--- config.mk ---
export PLATFORM = sky130hd
export DESIGN_NAME = ccvg_top
export DESIGN_NICKNAME = d
export VERILOG_FILES = /design/src/hw/ccvg_pkg.sv /design/src/hw/ccvg_top.sv
export SDC_FILE = /design/constraint.sdc
export NUM_CORES = 1
export LEC_CHECK = 0
export BUFFER_PORTS_ARGS = -buffer_cell sky130_fd_sc_hd__buf_2
export CAP_MARGIN = 20
export CORE_MARGIN = 3
export CORE_UTILIZATION = 54
export DETAILED_ROUTE_END_ITERATION = 7
export PLACE_DENSITY = 0.88
export REMOVE_ABC_BUFFERS = 1
export SETUP_SLACK_MARGIN = 0.4
export SYNTH_ARGS = -nofsm -noshare
export SYNTH_HDL_FRONTEND = slang
export SYNTH_SLANG_ARGS = --single-unit
export TNS_END_PERCENT = 50
--- constraint.sdc ---
create_clock -name aclk -period 2.2 [get_ports aclk]
set_input_delay 0.22 -clock aclk [delete_from_list [all_inputs] [get_ports aclk]]
set_output_delay 0.22 -clock aclk [all_outputs]
set_load 0.005 [all_outputs]
--- src/hw/ccvg_pkg.sv ---
// package of constants and carriers for the crosshair cursor video generator
package ccvg_pkg;

	// counter widths
	localparam int ELEM_W = 10;
	localparam int LINE_W = 9;

	// field counts per blink-clock step; 4 steps make one blink period
	localparam int FIELDS_PER_STEP = 15;

	// register byte addresses
	localparam logic [3:0] ADDR_ELEM = 4'h0;
	localparam logic [3:0] ADDR_LINE = 4'h4;
	localparam logic [3:0] ADDR_STAT = 4'h8;
	localparam int ADDR_W = 4;

	// line register field positions
	localparam int LINE_COORD_LSB = 0;
	localparam int LINE_ENTER_BIT = 12;
	localparam int LINE_TRACK_BIT = 13;
	localparam int LINE_FLASH_BIT = 14;
	localparam int LINE_SHOW_BIT = 15;

	// status register field positions
	localparam int STAT_ELEM_LSB = 0;
	localparam int STAT_LINE_LSB = 16;
	localparam int STAT_EDIR_BIT = 26;
	localparam int STAT_LDIR_BIT = 27;
	localparam int STAT_FLASH_LSB = 28;

	// decoder bit ranges
	localparam int HWIN_HI = 9;
	localparam int HWIN_LO = 3;
	localparam int HSTR_HI = 2;
	localparam int VWIN_HI = 8;
	localparam int VWIN_LO = 3;
	localparam int VSTR_HI = 2;
	localparam int VSTR_LO = 1;

	// reset values
	localparam logic [ELEM_W-1:0] ELEM_RST = 10'h000;
	localparam logic [LINE_W-1:0] LINE_RST = 9'h000;

	// bus responses
	localparam logic [1:0] RESP_OKAY = 2'h0;
	localparam logic [1:0] RESP_DECERR = 2'h3;

	// raster timing inputs, all on aclk
	typedef struct packed {
		logic horiz_blank_level;
		logic horiz_mem_sync_pulse;
		logic vert_blank_level;
		logic vert_mem_sync_pulse;
		logic odd_field;
	} ccvg_timing_t;

	// stored cursor line register
	typedef struct packed {
		logic cursor_show_bit;
		logic cursor_flash_bit;
		logic track;
		logic enter;
		logic [LINE_W-1:0] coord;
	} ccvg_line_reg_t;

endpackage

--- src/hw/ccvg_top.sv ---
// crosshair cursor video generator with an AXI4-Lite register slave
module ccvg_top #(
	parameter int FIELDS_PER_STEP = ccvg_pkg::FIELDS_PER_STEP
) (
	// clock and reset
	input wire logic aclk,
	input wire logic aresetn,
	// raster timing from the display timing logic
	input wire ccvg_pkg::ccvg_timing_t timing,
	// cursor picture out
	output logic cursor_video,
	// axi4-lite write address
	input wire logic [ccvg_pkg::ADDR_W-1:0] s_axi_awaddr,
	input wire logic [2:0] s_axi_awprot,
	input wire logic s_axi_awvalid,
	output logic s_axi_awready,
	// axi4-lite write data
	input wire logic [31:0] s_axi_wdata,
	input wire logic [3:0] s_axi_wstrb,
	input wire logic s_axi_wvalid,
	output logic s_axi_wready,
	// axi4-lite write response
	output logic [1:0] s_axi_bresp,
	output logic s_axi_bvalid,
	input wire logic s_axi_bready,
	// axi4-lite read address
	input wire logic [ccvg_pkg::ADDR_W-1:0] s_axi_araddr,
	input wire logic [2:0] s_axi_arprot,
	input wire logic s_axi_arvalid,
	output logic s_axi_arready,
	// axi4-lite read data
	output logic [31:0] s_axi_rdata,
	output logic [1:0] s_axi_rresp,
	output logic s_axi_rvalid,
	input wire logic s_axi_rready
);

	localparam int EW = ccvg_pkg::ELEM_W;
	localparam int LW = ccvg_pkg::LINE_W;
	localparam int STEP_W = $clog2(FIELDS_PER_STEP + 1);

	// byte-lane merge of a write into a stored word
	function automatic logic [31:0] merge_bytes(input logic [31:0] old_v,
			input logic [31:0] new_v, input logic [3:0] strb);
		logic [31:0] r;
		r = old_v;
		for (int i = 0; i < 4; i++) begin
			if (strb[i]) begin
				r[i*8 +: 8] = new_v[i*8 +: 8];
			end
		end
		return r;
	endfunction

	// pack the stored line register into its bus word; the struct is
	// narrower than the word, so every field is placed by its position
	function automatic logic [31:0] line_to_word(input ccvg_pkg::ccvg_line_reg_t lr);
		logic [31:0] w;
		w = 32'h0000_0000;
		w[ccvg_pkg::LINE_COORD_LSB +: LW] = lr.coord;
		w[ccvg_pkg::LINE_ENTER_BIT] = lr.enter;
		w[ccvg_pkg::LINE_TRACK_BIT] = lr.track;
		w[ccvg_pkg::LINE_FLASH_BIT] = lr.cursor_flash_bit;
		w[ccvg_pkg::LINE_SHOW_BIT] = lr.cursor_show_bit;
		return w;
	endfunction

	// unpack a bus word into the line register fields
	function automatic ccvg_pkg::ccvg_line_reg_t word_to_line(input logic [31:0] w);
		ccvg_pkg::ccvg_line_reg_t lr;
		lr.coord = w[ccvg_pkg::LINE_COORD_LSB +: LW];
		lr.enter = w[ccvg_pkg::LINE_ENTER_BIT];
		lr.track = w[ccvg_pkg::LINE_TRACK_BIT];
		lr.cursor_flash_bit = w[ccvg_pkg::LINE_FLASH_BIT];
		lr.cursor_show_bit = w[ccvg_pkg::LINE_SHOW_BIT];
		return lr;
	endfunction

	// stored registers
	logic [EW-1:0] elem_coord_q;
	ccvg_pkg::ccvg_line_reg_t line_reg_q;

	// element generator state
	logic [EW-1:0] elem_cnt_q;
	logic elem_dir_up;
	logic elem_zero_hold;
	logic horiz_window;
	logic horiz_stripe;

	// line generator state
	logic [LW-1:0] line_cnt_q;
	logic line_dir_up;
	logic line_zero_detect;
	logic vert_blank_reclocked;
	logic odd_field_bump;
	logic line_coord_lsb;
	logic vert_window;
	logic vert_stripe;
	logic line_tick;

	// blink clock
	logic [STEP_W-1:0] step_cnt_q;
	logic flash_count_q0;
	logic flash_count_q1;
	logic blink_gate;
	logic cursor_video_q;

	// bus state
	logic bvalid_q;
	logic [1:0] bresp_q;
	logic rvalid_q;
	logic [1:0] rresp_q;
	logic [31:0] rdata_q;
	logic wr_go;
	logic rd_go;
	logic [31:0] status_word;

	// element counter: preset in blanking, count visible elements
	always_ff @(posedge aclk) begin
		if (!aresetn) begin
			elem_cnt_q <= ccvg_pkg::ELEM_RST;
			elem_dir_up <= 1'b0;
		end else if (timing.horiz_mem_sync_pulse) begin
			elem_cnt_q <= elem_coord_q;
			elem_dir_up <= 1'b0;
		end else if (!timing.horiz_blank_level) begin
			if (elem_zero_hold) begin
				elem_dir_up <= 1'b1;
			end else if (elem_dir_up) begin
				elem_cnt_q <= elem_cnt_q + 1'b1;
			end else begin
				elem_cnt_q <= elem_cnt_q - 1'b1;
			end
		end
	end

	// zero-stop only while still heading down, so it drops on reversal
	assign elem_zero_hold = !elem_dir_up && (elem_cnt_q == '0);

	// element decode
	assign horiz_window = (elem_cnt_q[ccvg_pkg::HWIN_HI:ccvg_pkg::HWIN_LO] == '0)
		&& !(&elem_cnt_q[ccvg_pkg::HSTR_HI:0]);
	assign horiz_stripe = (elem_cnt_q[ccvg_pkg::HSTR_HI:0] == '0);

	// reclocked vertical blanking as the main line enable
	always_ff @(posedge aclk) begin
		if (!aresetn) begin
			vert_blank_reclocked <= 1'b1;
		end else begin
			vert_blank_reclocked <= timing.vert_blank_level;
		end
	end

	// one-line bump right after the preset, odd fields and odd coords
	assign line_coord_lsb = line_reg_q.coord[0];
	always_ff @(posedge aclk) begin
		if (!aresetn) begin
			odd_field_bump <= 1'b0;
		end else begin
			odd_field_bump <= timing.vert_mem_sync_pulse && timing.odd_field
				&& line_coord_lsb;
		end
	end

	// one line step per horizontal sync outside vertical blanking
	assign line_tick = timing.horiz_mem_sync_pulse && !vert_blank_reclocked;
	assign line_zero_detect = !line_dir_up && (line_cnt_q == '0);

	// line counter: preset, bump, then down to centre and back up
	always_ff @(posedge aclk) begin
		if (!aresetn) begin
			line_cnt_q <= ccvg_pkg::LINE_RST;
			line_dir_up <= 1'b0;
		end else if (timing.vert_mem_sync_pulse) begin
			line_cnt_q <= line_reg_q.coord;
			line_dir_up <= 1'b0;
		end else if (odd_field_bump) begin
			line_cnt_q <= line_cnt_q + 1'b1;
		end else if (line_tick) begin
			if (line_zero_detect) begin
				// centre line lasts one line: reverse and step in one go
				line_dir_up <= 1'b1;
				line_cnt_q <= line_cnt_q + 1'b1;
			end else if (line_dir_up) begin
				line_cnt_q <= line_cnt_q + 1'b1;
			end else begin
				line_cnt_q <= line_cnt_q - 1'b1;
			end
		end
	end

	// line decode
	assign vert_window = (line_cnt_q[ccvg_pkg::VWIN_HI:ccvg_pkg::VWIN_LO] == '0);
	assign vert_stripe = (line_cnt_q[ccvg_pkg::VSTR_HI:ccvg_pkg::VSTR_LO] == '0);

	// blink clock: a field prescaler then two stages; prescale keeps
	// the period near one second at field rates
	always_ff @(posedge aclk) begin
		if (!aresetn) begin
			step_cnt_q <= '0;
			flash_count_q0 <= 1'b0;
			flash_count_q1 <= 1'b0;
		end else if (timing.vert_mem_sync_pulse) begin
			if (step_cnt_q == STEP_W'(FIELDS_PER_STEP - 1)) begin
				step_cnt_q <= '0;
				flash_count_q0 <= !flash_count_q0;
				flash_count_q1 <= flash_count_q1 ^ flash_count_q0;
			end else begin
				step_cnt_q <= step_cnt_q + 1'b1;
			end
		end
	end

	// blink decode: off in one step of four when flashing
	assign blink_gate = line_reg_q.cursor_show_bit
		&& (!line_reg_q.cursor_flash_bit || flash_count_q0 || flash_count_q1);

	// composite crosshair, registered so it lands one element late
	always_ff @(posedge aclk) begin
		if (!aresetn) begin
			cursor_video_q <= 1'b0;
		end else begin
			cursor_video_q <= ((horiz_window && vert_stripe)
				|| (vert_window && horiz_stripe)) && blink_gate;
		end
	end
	assign cursor_video = cursor_video_q;

	// write address and data are taken together, one write at a time
	assign wr_go = s_axi_awvalid && s_axi_wvalid && !bvalid_q;
	assign s_axi_awready = wr_go;
	assign s_axi_wready = wr_go;

	// stored cursor registers
	always_ff @(posedge aclk) begin
		if (!aresetn) begin
			elem_coord_q <= ccvg_pkg::ELEM_RST;
			line_reg_q <= '0;
		end else if (wr_go) begin
			case (s_axi_awaddr)
				ccvg_pkg::ADDR_ELEM: begin
					elem_coord_q <= EW'(merge_bytes(32'(elem_coord_q), s_axi_wdata,
						s_axi_wstrb));
				end
				ccvg_pkg::ADDR_LINE: begin
					line_reg_q <= word_to_line(merge_bytes(line_to_word(line_reg_q),
						s_axi_wdata, s_axi_wstrb));
				end
				default: begin
				end
			endcase
		end
	end

	// write response
	always_ff @(posedge aclk) begin
		if (!aresetn) begin
			bvalid_q <= 1'b0;
			bresp_q <= ccvg_pkg::RESP_OKAY;
		end else if (wr_go) begin
			bvalid_q <= 1'b1;
			bresp_q <= (s_axi_awaddr == ccvg_pkg::ADDR_ELEM
				|| s_axi_awaddr == ccvg_pkg::ADDR_LINE)
				? ccvg_pkg::RESP_OKAY : ccvg_pkg::RESP_DECERR;
		end else if (s_axi_bready) begin
			bvalid_q <= 1'b0;
		end
	end
	assign s_axi_bvalid = bvalid_q;
	assign s_axi_bresp = bresp_q;

	// live generator state for software
	always_comb begin
		status_word = '0;
		status_word[ccvg_pkg::STAT_ELEM_LSB +: EW] = elem_cnt_q;
		status_word[ccvg_pkg::STAT_LINE_LSB +: LW] = line_cnt_q;
		status_word[ccvg_pkg::STAT_EDIR_BIT] = elem_dir_up;
		status_word[ccvg_pkg::STAT_LDIR_BIT] = line_dir_up;
		status_word[ccvg_pkg::STAT_FLASH_LSB] = flash_count_q0;
		status_word[ccvg_pkg::STAT_FLASH_LSB + 1] = flash_count_q1;
	end

	// read channel: one read in flight, data registered
	assign rd_go = s_axi_arvalid && !rvalid_q;
	assign s_axi_arready = rd_go;
	always_ff @(posedge aclk) begin
		if (!aresetn) begin
			rvalid_q <= 1'b0;
			rresp_q <= ccvg_pkg::RESP_OKAY;
			rdata_q <= 32'h0000_0000;
		end else if (rd_go) begin
			rvalid_q <= 1'b1;
			rresp_q <= ccvg_pkg::RESP_OKAY;
			case (s_axi_araddr)
				ccvg_pkg::ADDR_ELEM: rdata_q <= 32'(elem_coord_q);
				ccvg_pkg::ADDR_LINE: rdata_q <= line_to_word(line_reg_q);
				ccvg_pkg::ADDR_STAT: rdata_q <= status_word;
				default: begin
					rdata_q <= 32'h0000_0000;
					rresp_q <= ccvg_pkg::RESP_DECERR;
				end
			endcase
		end else if (s_axi_rready) begin
			rvalid_q <= 1'b0;
		end
	end
	assign s_axi_rvalid = rvalid_q;
	assign s_axi_rresp = rresp_q;
	assign s_axi_rdata = rdata_q;

endmodule

==> impl_metrics.yaml, run 1 <==
worst_setup_path:
  path_max_fanout: 5
  worstPathArrival_ns: 2.17
  critical_path_class: "reg2reg"
  cp_slowest_stage_delay_ns: 0.47
  cp_slowest_cell: "or4b_1"
  cp-start-kind: "flip-flop"
  path_cells: "inv_4 -> ha_4 -> nor2b_4 -> o31a_1 -> or4b_1 -> o311a_1 -> o21ai_1"
  crit_path_end_kind: "flip-flop"
  worstPathRequired_ns: 2.50
synth:
  synth_area_leaders: "dfxtp_1, mux2i_1, nor2b_1"
  ys_seq_area_share_pct: 38.0
  synth_area_um2: 4430
  synth_top_area_share_pct: 38.0
  synth_seq_cells: 84
  synth_edf_count: 0
  synthArstFlopShare_pct: 0
  synth.distinct_cells: 65
  synth_ff_type: "dfxtp_1"
  netlist_instances: 487
  yosys_warnings: 0
  yosysTopAreaCell: "dfxtp_1"
  syn_avg_cell_area_um2: 9.09
sta:
  clock.fmax_ghz: 0.535
  finalCriticalPeriod_ns: 1.87
  fin_skew_ns: 0.0109
  worstMarginPinSlew_ns: 0.636
  tns_ns: 0
  setup_viol: 0
  drv_slew: 0
  rsz0062_at_grt: "true"
  hold_viol_final: 0
  finalCritPeriodShare_pct: 84.9
  max_slew_margin_pct: 57.6
clock_network:
  root_buffer: "clkbuf_8"
  hold_buffers: 0
  cts_buffers: 9
  clock_sinks: 84
  cts_tree: "built"
  htreeDepth: 3
  path_clk_slew_ns: 0.09
  clkLatencyLatePin_ns: 0.36
  clock_path_buffers: 2
route:
  routed_via_density: 6.03
  wl_per_cell_um: 17.4
  vias: 3984
  ant_nets: 0
  dr.pass1.iters: 5
  drt_wl_total_um: 11500
  drc_errors: 0
  dr.first_iter.drc_count: 247
floorplanning:
  die_height_um: 96.5
  core.rowCount: 32
  dieArea_um2: 9320
  coreArea_um2: 7850
  ioPinCount: 104
  start_util_pct: 56.4
  die_w_um: 96.5
place:
  portBuffers: 72
  gp_congestion: 0.919
  dp_hpwl_um: 7910
cells_and_area:
  layout_common_cells: "dfxtp_1, buf_2, nor2b_1, mux2i_1, nor2_1"
  ff_latch_area_um2: 1690
  layout.nets: 628
  fillers: 648
  final_common_cell: "dfxtp_1"
  syn_to_final_growth_pct: 18.9
  n_antenna_cell: 0
  multi_input_area_um2: 2650
  final_util_pct: 67.1
  layout-drive-gt1-share_pct: 28.1
grt:
  grt_pass1_wl_um: 18200
  grt_pass1_vias: 3775
  grt_max_degree: 80
  antenna_found_initial: 0
  grt_usage_pct: 25.3
  gr-total-overflow: 0
power:
  power_density_nw_per_um2: 655
  peakVddDrop_v: 0.000425
  p_leak_nw: 2.32
  total_power_mw: 3.45
worst_hold_path:
  min_path_type: "in2reg"
outcome:
  status: "completed"
job:
  maxCapViolations: 0
==> power by group <==
group | switching [mW] | internal, mW | total [mW] | leakage [nW]
combinational | 0.369 | 0.336 | 0.705 | 1.54
clock | 0.589 | 0.530 | 1.12 | 0.0963
sequential | 0.0582 | 1.57 | 1.63 | 0.685
total | 1.02 | 2.43 | 3.45 | 2.32
==> metal layers <==
layer  vias up  global-route usage (%)  share of wire [%]
li1       1889                       -                  -
met3        23                    7.05                6.9
met4         0                    7.71                1.9
met5         -                       0                  0
met1      1907                    30.3                 41
met2       165                    43.9                 50
==> synthesized netlist by cell type, drive strengths merged (2+ instances only) <==
| cell type | n |
|---|---|
| o211a | 6 |
| a21boi | 7 |
| mux2 | 12 |
| buf | 14 |
| nor2b | 41 |
| or3 | 5 |
| nor3b | 10 |
| a31oi | 4 |
| nand3 | 13 |
| xor2 | 6 |
| nor2 | 26 |
| nor4b | 2 |
| a31o | 2 |
| clkbuf | 27 |
| xnor2 | 6 |
| o41ai | 2 |
| ha | 10 |
| nand2 | 24 |
| o2111ai | 3 |
| a41oi | 3 |
| nand3b | 3 |
| and2 | 5 |
| mux2i | 29 |
| nor3 | 11 |
| a2111o | 2 |
| a21o | 3 |
| a211oi | 3 |
| a22oi | 13 |
| and3 | 6 |
| inv | 12 |
| nand2b | 6 |
| a221oi | 11 |
| dfxtp | 84 |
| o21ai | 25 |
| nand4 | 5 |
| a21oi | 20 |
| o311a | 2 |
| o211ai | 3 |
| nor4 | 5 |
| o21a | 4 |
==> sequential cells by signal, indices dropped and copies added (netlist names) <==
register and cells:
s_axi_rdata 27, flash_count_q1 1, vert_blank_reclocked 1, line_coord_lsb 1, cursor_video 1, elem_cnt_q 10, s_axi_rresp 1, flash_count_q0 1
line_dir_up 1, elem_dir_up 1, s_axi_rvalid 1, step_cnt_q 4, s_axi_bvalid 1, line_cnt_q 9, odd_field_bump 1, line_reg_q 12
elem_coord_q 10, s_axi_bresp 1
==> through the flow <==
stage	instances	cell area [um^2]	setup WS, ns	hold WS, ns
6_report	661	5270	0.331	0.0584
5_1_grt	661	5270	0.234	0.0462
4_1_cts	658	5120	0.311	0.0452
3_5_place_dp	639	4850	0.0804	0.415
3_3_place_gp	639	4850	0.190	0.417
2_1_floorplan	450	4230	0.138	0.293
==> repair_timing <==
action / 4_1_cts / 5_1_grt
cloned: 0 / 0
setup buffers: 4 / 3
pin swaps: 2 / 7
setup endpoints to repair: 6 / 28
gates resized for setup: 14 / 21
==> worst max-delay path, delay by kind of cell (launching register included) <==
| family | cells | cell delay [ns] |
|---|---|---|
| DFF | 1 | 0.37 |
| adders and majority gates | 1 | 0.22 |
| and+or+nand+nor | 2 | 0.59 |
| buffers and inverters | 1 | 0.06 |
| AOI/OAI and AO/OA | 3 | 0.56 |
==> area by class of cell <==
| cell class | instances | area share (%) |
|---|---|---|
| Clock buffer | 9 | 2.35 |
| Clock inverter | 6 | 1.38 |
| Inverter | 12 | 0.903 |
| Multi-Input combinational cell | 354 | 50.3 |
| Sequential cell | 84 | 32.1 |
| Tap cell | 102 | 2.42 |
| Timing Repair Buffer | 94 | 10.5 |
==> cells by family after synthesis <==
kind of cell	count (synthesis)	share of synthesized area, %
adder cells (fa/ha/maj)	11	3.28
multiplexers	41	9.61
other	1	0.0847
flip-flops	84	38.0
AND/OR/NAND/NOR	166	21.7
AO/OA/AOI/OAI	119	19.3
XOR/XNOR	12	2.37
buffers and inverters	53	5.74
==> worst paths after layout <==
kind / depth (start not counted) / end / start / slack, ns
hold / removal: 2 / vert_blank_reclocked$_SDFF_PN1_ / timing[2] / 0.06
hold reg to reg: 2 / s_axi_rdata[12]$_SDFFE_PN0P_ / s_axi_rdata[12]$_SDFFE_PN0P_ / 0.47
setup / recovery: 7 / elem_cnt_q[6]$_SDFFE_PN0P_ / elem_dir_up$_SDFFE_PP0P_ / 0.33
setup reg to reg: 7 / elem_cnt_q[6]$_SDFFE_PN0P_ / elem_dir_up$_SDFFE_PP0P_ / 0.33
(Power assumes the default switching activity.)
==> run 2: changes to the inputs <==
Settings changed: CORE_UTILIZATION 54 to 49, PLACE_DENSITY 0.88 to 0.85.
Clock period 2.2 ns to 1.5 ns, I/O delays scaled along.
==> run 2 against run 1 <==
  * The run now ends with hold timing, setup timing left
  * Setup slack got worse by 0.82 ns
  * Clock-buffer cell count increased by 1
  * Clock skew increased by 0.00093 ns
  * Cell count increased by 12%
  * Worst hold slack got worse by 0.062 ns
  * Sequential share of layout area decreased by 5.4 points
  * Largest cell class unchanged
  * Highest routed layer unchanged
==> impl_metrics.yaml, run 2 (synthesis gave the netlist of run 1 again) <==
worst_hold_path:
  min_path_type: "in2reg"
place:
  post-place-ws_ns: -0.507
  portBuffers: 72
  gp_congestion: 0.937
  dp_cells: 701
  dp_hpwl_um: 9080
floorplanning:
  dieArea_um2: 10200
  ioPinCount: 104
  coreArea_um2: 8760
  core.rowCount: 34
  die_w_um: 101
  start_util_pct: 50.5
  die_height_um: 101
worst_setup_path:
  path_max_fanout: 3
  cp-start-kind: "flip-flop"
  critical_path_class: "reg2reg"
  crit_path_end_kind: "flip-flop"
  worstPathArrival_ns: 2.30
  worstPathRequired_ns: 1.81
outcome:
  status: "finished with violations"
  violations: "hold timing, setup timing"
cells_and_area:
  syn_to_final_growth_pct: 46.1
  layout.nets: 698
  final_common_cell: "buf_2"
  layout-drive-gt1-share_pct: 48.4
  n_antenna_cell: 0
  layoutNonFillerInstCount: 738
  layout_common_cells: "buf_2, dfxtp_1, buf_4, nor2b_1, mux2i_1"
  largest_register_ffs: 27
route:
  drc_errors: 0
  drt_wl_total_um: 15100
  wl_per_cell_um: 20.5
  dr.pass1.iters: 6
  vias: 4496
  routed_via_density: 6.09
  dr.first_iter.drc_count: 308
  ant_nets: 0
power:
  peakVddDrop_v: 0.000677
  p_leak_nw: 2.82
  power_density_nw_per_um2: 871
sta:
  fin_skew_ns: 0.0118
  hold_ws_ns: -0.00372
  hold_viol_final: 1
  setup_viol: 39
  rsz0062_at_grt: "true"
  finalCritPeriodShare_pct: 133
  drv_slew: 0
  finalCriticalPeriod_ns: 1.99
  clock.fmax_ghz: 0.503
  setup_slack_ns: -0.490
grt:
  grt_pass1_vias: 4456
  gr-total-overflow: 0
  antenna_found_initial: 0
  grt_pass1_wl_um: 22300
  grt_max_degree: 52
  grt_usage_pct: 27.6
clock_network:
  clkLatencyLatePin_ns: 0.38
  clock_path_buffers: 2
  htreeDepth: 3
  cts_tree: "built"
  root_buffer: "clkbuf_8"
  path_clk_slew_ns: 0.09
  clock_sinks: 84
  cts_buffers: 9
job:
  maxCapViolations: 0
## run 2: cell count changes in the layout (fill, tap and decap cells not counted), sizes merged
| cell | before | now |
|---|---|---|
| clkinv | 2 | 3 |
| bufinv | 1 | 0 |
| clkbuf | 9 | 10 |
| dlygate4sd3 | 0 | 1 |
| buf | 94 | 163 |
| clkinvlp | 1 | 2 |
| inv | 14 | 13 |
## run 2: worst max-delay path, cell delays in order (launching register included)
cell	delay (ns)
dfxtp_4	0.37
buf_6	0.12
fa_2	0.36
nor2b_4	0.14
o31a_1	0.20
buf_4	0.16
o41ai_4	0.08
a2111o_1	0.39
o211ai_1	0.09
## run 2: final cells by class
cell class | instances | area [um^2]
clock buffers | 10 | 138
clock inverters | 6 | 48.8
fillers | 565 | 2300
inverters | 12 | 52.6
multi-input cells | 354 | 3130
flip-flops and latches | 84 | 1730
well taps | 108 | 135
repair buffers | 164 | 1230
## run 2: power breakdown
group	total (mW)	internal, mW	switching (mW)
Combinational	1.67	0.845	0.820
Clock	1.58	0.661	0.920
Sequential	2.39	2.30	0.0907
Total	5.63	3.80	1.83
## run 2: worst paths after layout
check / slack, ns / cells past startpoint / end / from
setup / recovery: -0.49 / 8 / elem_cnt_q[8]$_SDFFE_PN0P_ / elem_dir_up$_SDFFE_PP0P_
hold / removal: -0.004 / 3 / odd_field_bump$_SDFF_PN0_ / timing[0]
setup reg to reg: -0.49 / 8 / elem_cnt_q[8]$_SDFFE_PN0P_ / elem_dir_up$_SDFFE_PP0P_
hold reg to reg: 0.46 / 2 / s_axi_rdata[14]$_SDFFE_PN0P_ / s_axi_rdata[14]$_SDFFE_PN0P_
## run 2: timing repair
| action | in CTS | in global routing |
|---|---|---|
| hold buffers | 1 | 0 |
| resized for setup | 122 | 59 |
| setup endpoints to repair | 79 | 78 |
| endpoints found under the hold margin | 1 | 0 |
| cloned | 0 | 0 |
| setup buffers | 14 | 6 |
| pin swaps | 54 | 50 |
## run 2: routing by layer
layer	routed length (um)	GRT usage [%]	vias up
li1	-	-	2034
met1	5740	32.4	2190
met2	7800	49.7	226
met3	1040	5.74	46
met4	565	8.90	0
met5	0	0	-
## run 2: per-stage QoR
stage | cell area (um^2) | setup TNS [ns] | total power [mW] | utilization, %
6_report | 6470 | -5.49 | 5.63 | 73.8
5_1_grt | 6470 | -7.93 | 5.83 | 73.8
2_1_floorplan | 4230 | -14.62 | 2.98 | -
3_3_place_gp | 5300 | -2.94 | 3.46 | 60.5
3_5_place_dp | 5300 | -3.97 | 3.50 | 60.5
4_1_cts | 6180 | -2.14 | 5.35 | 70.6
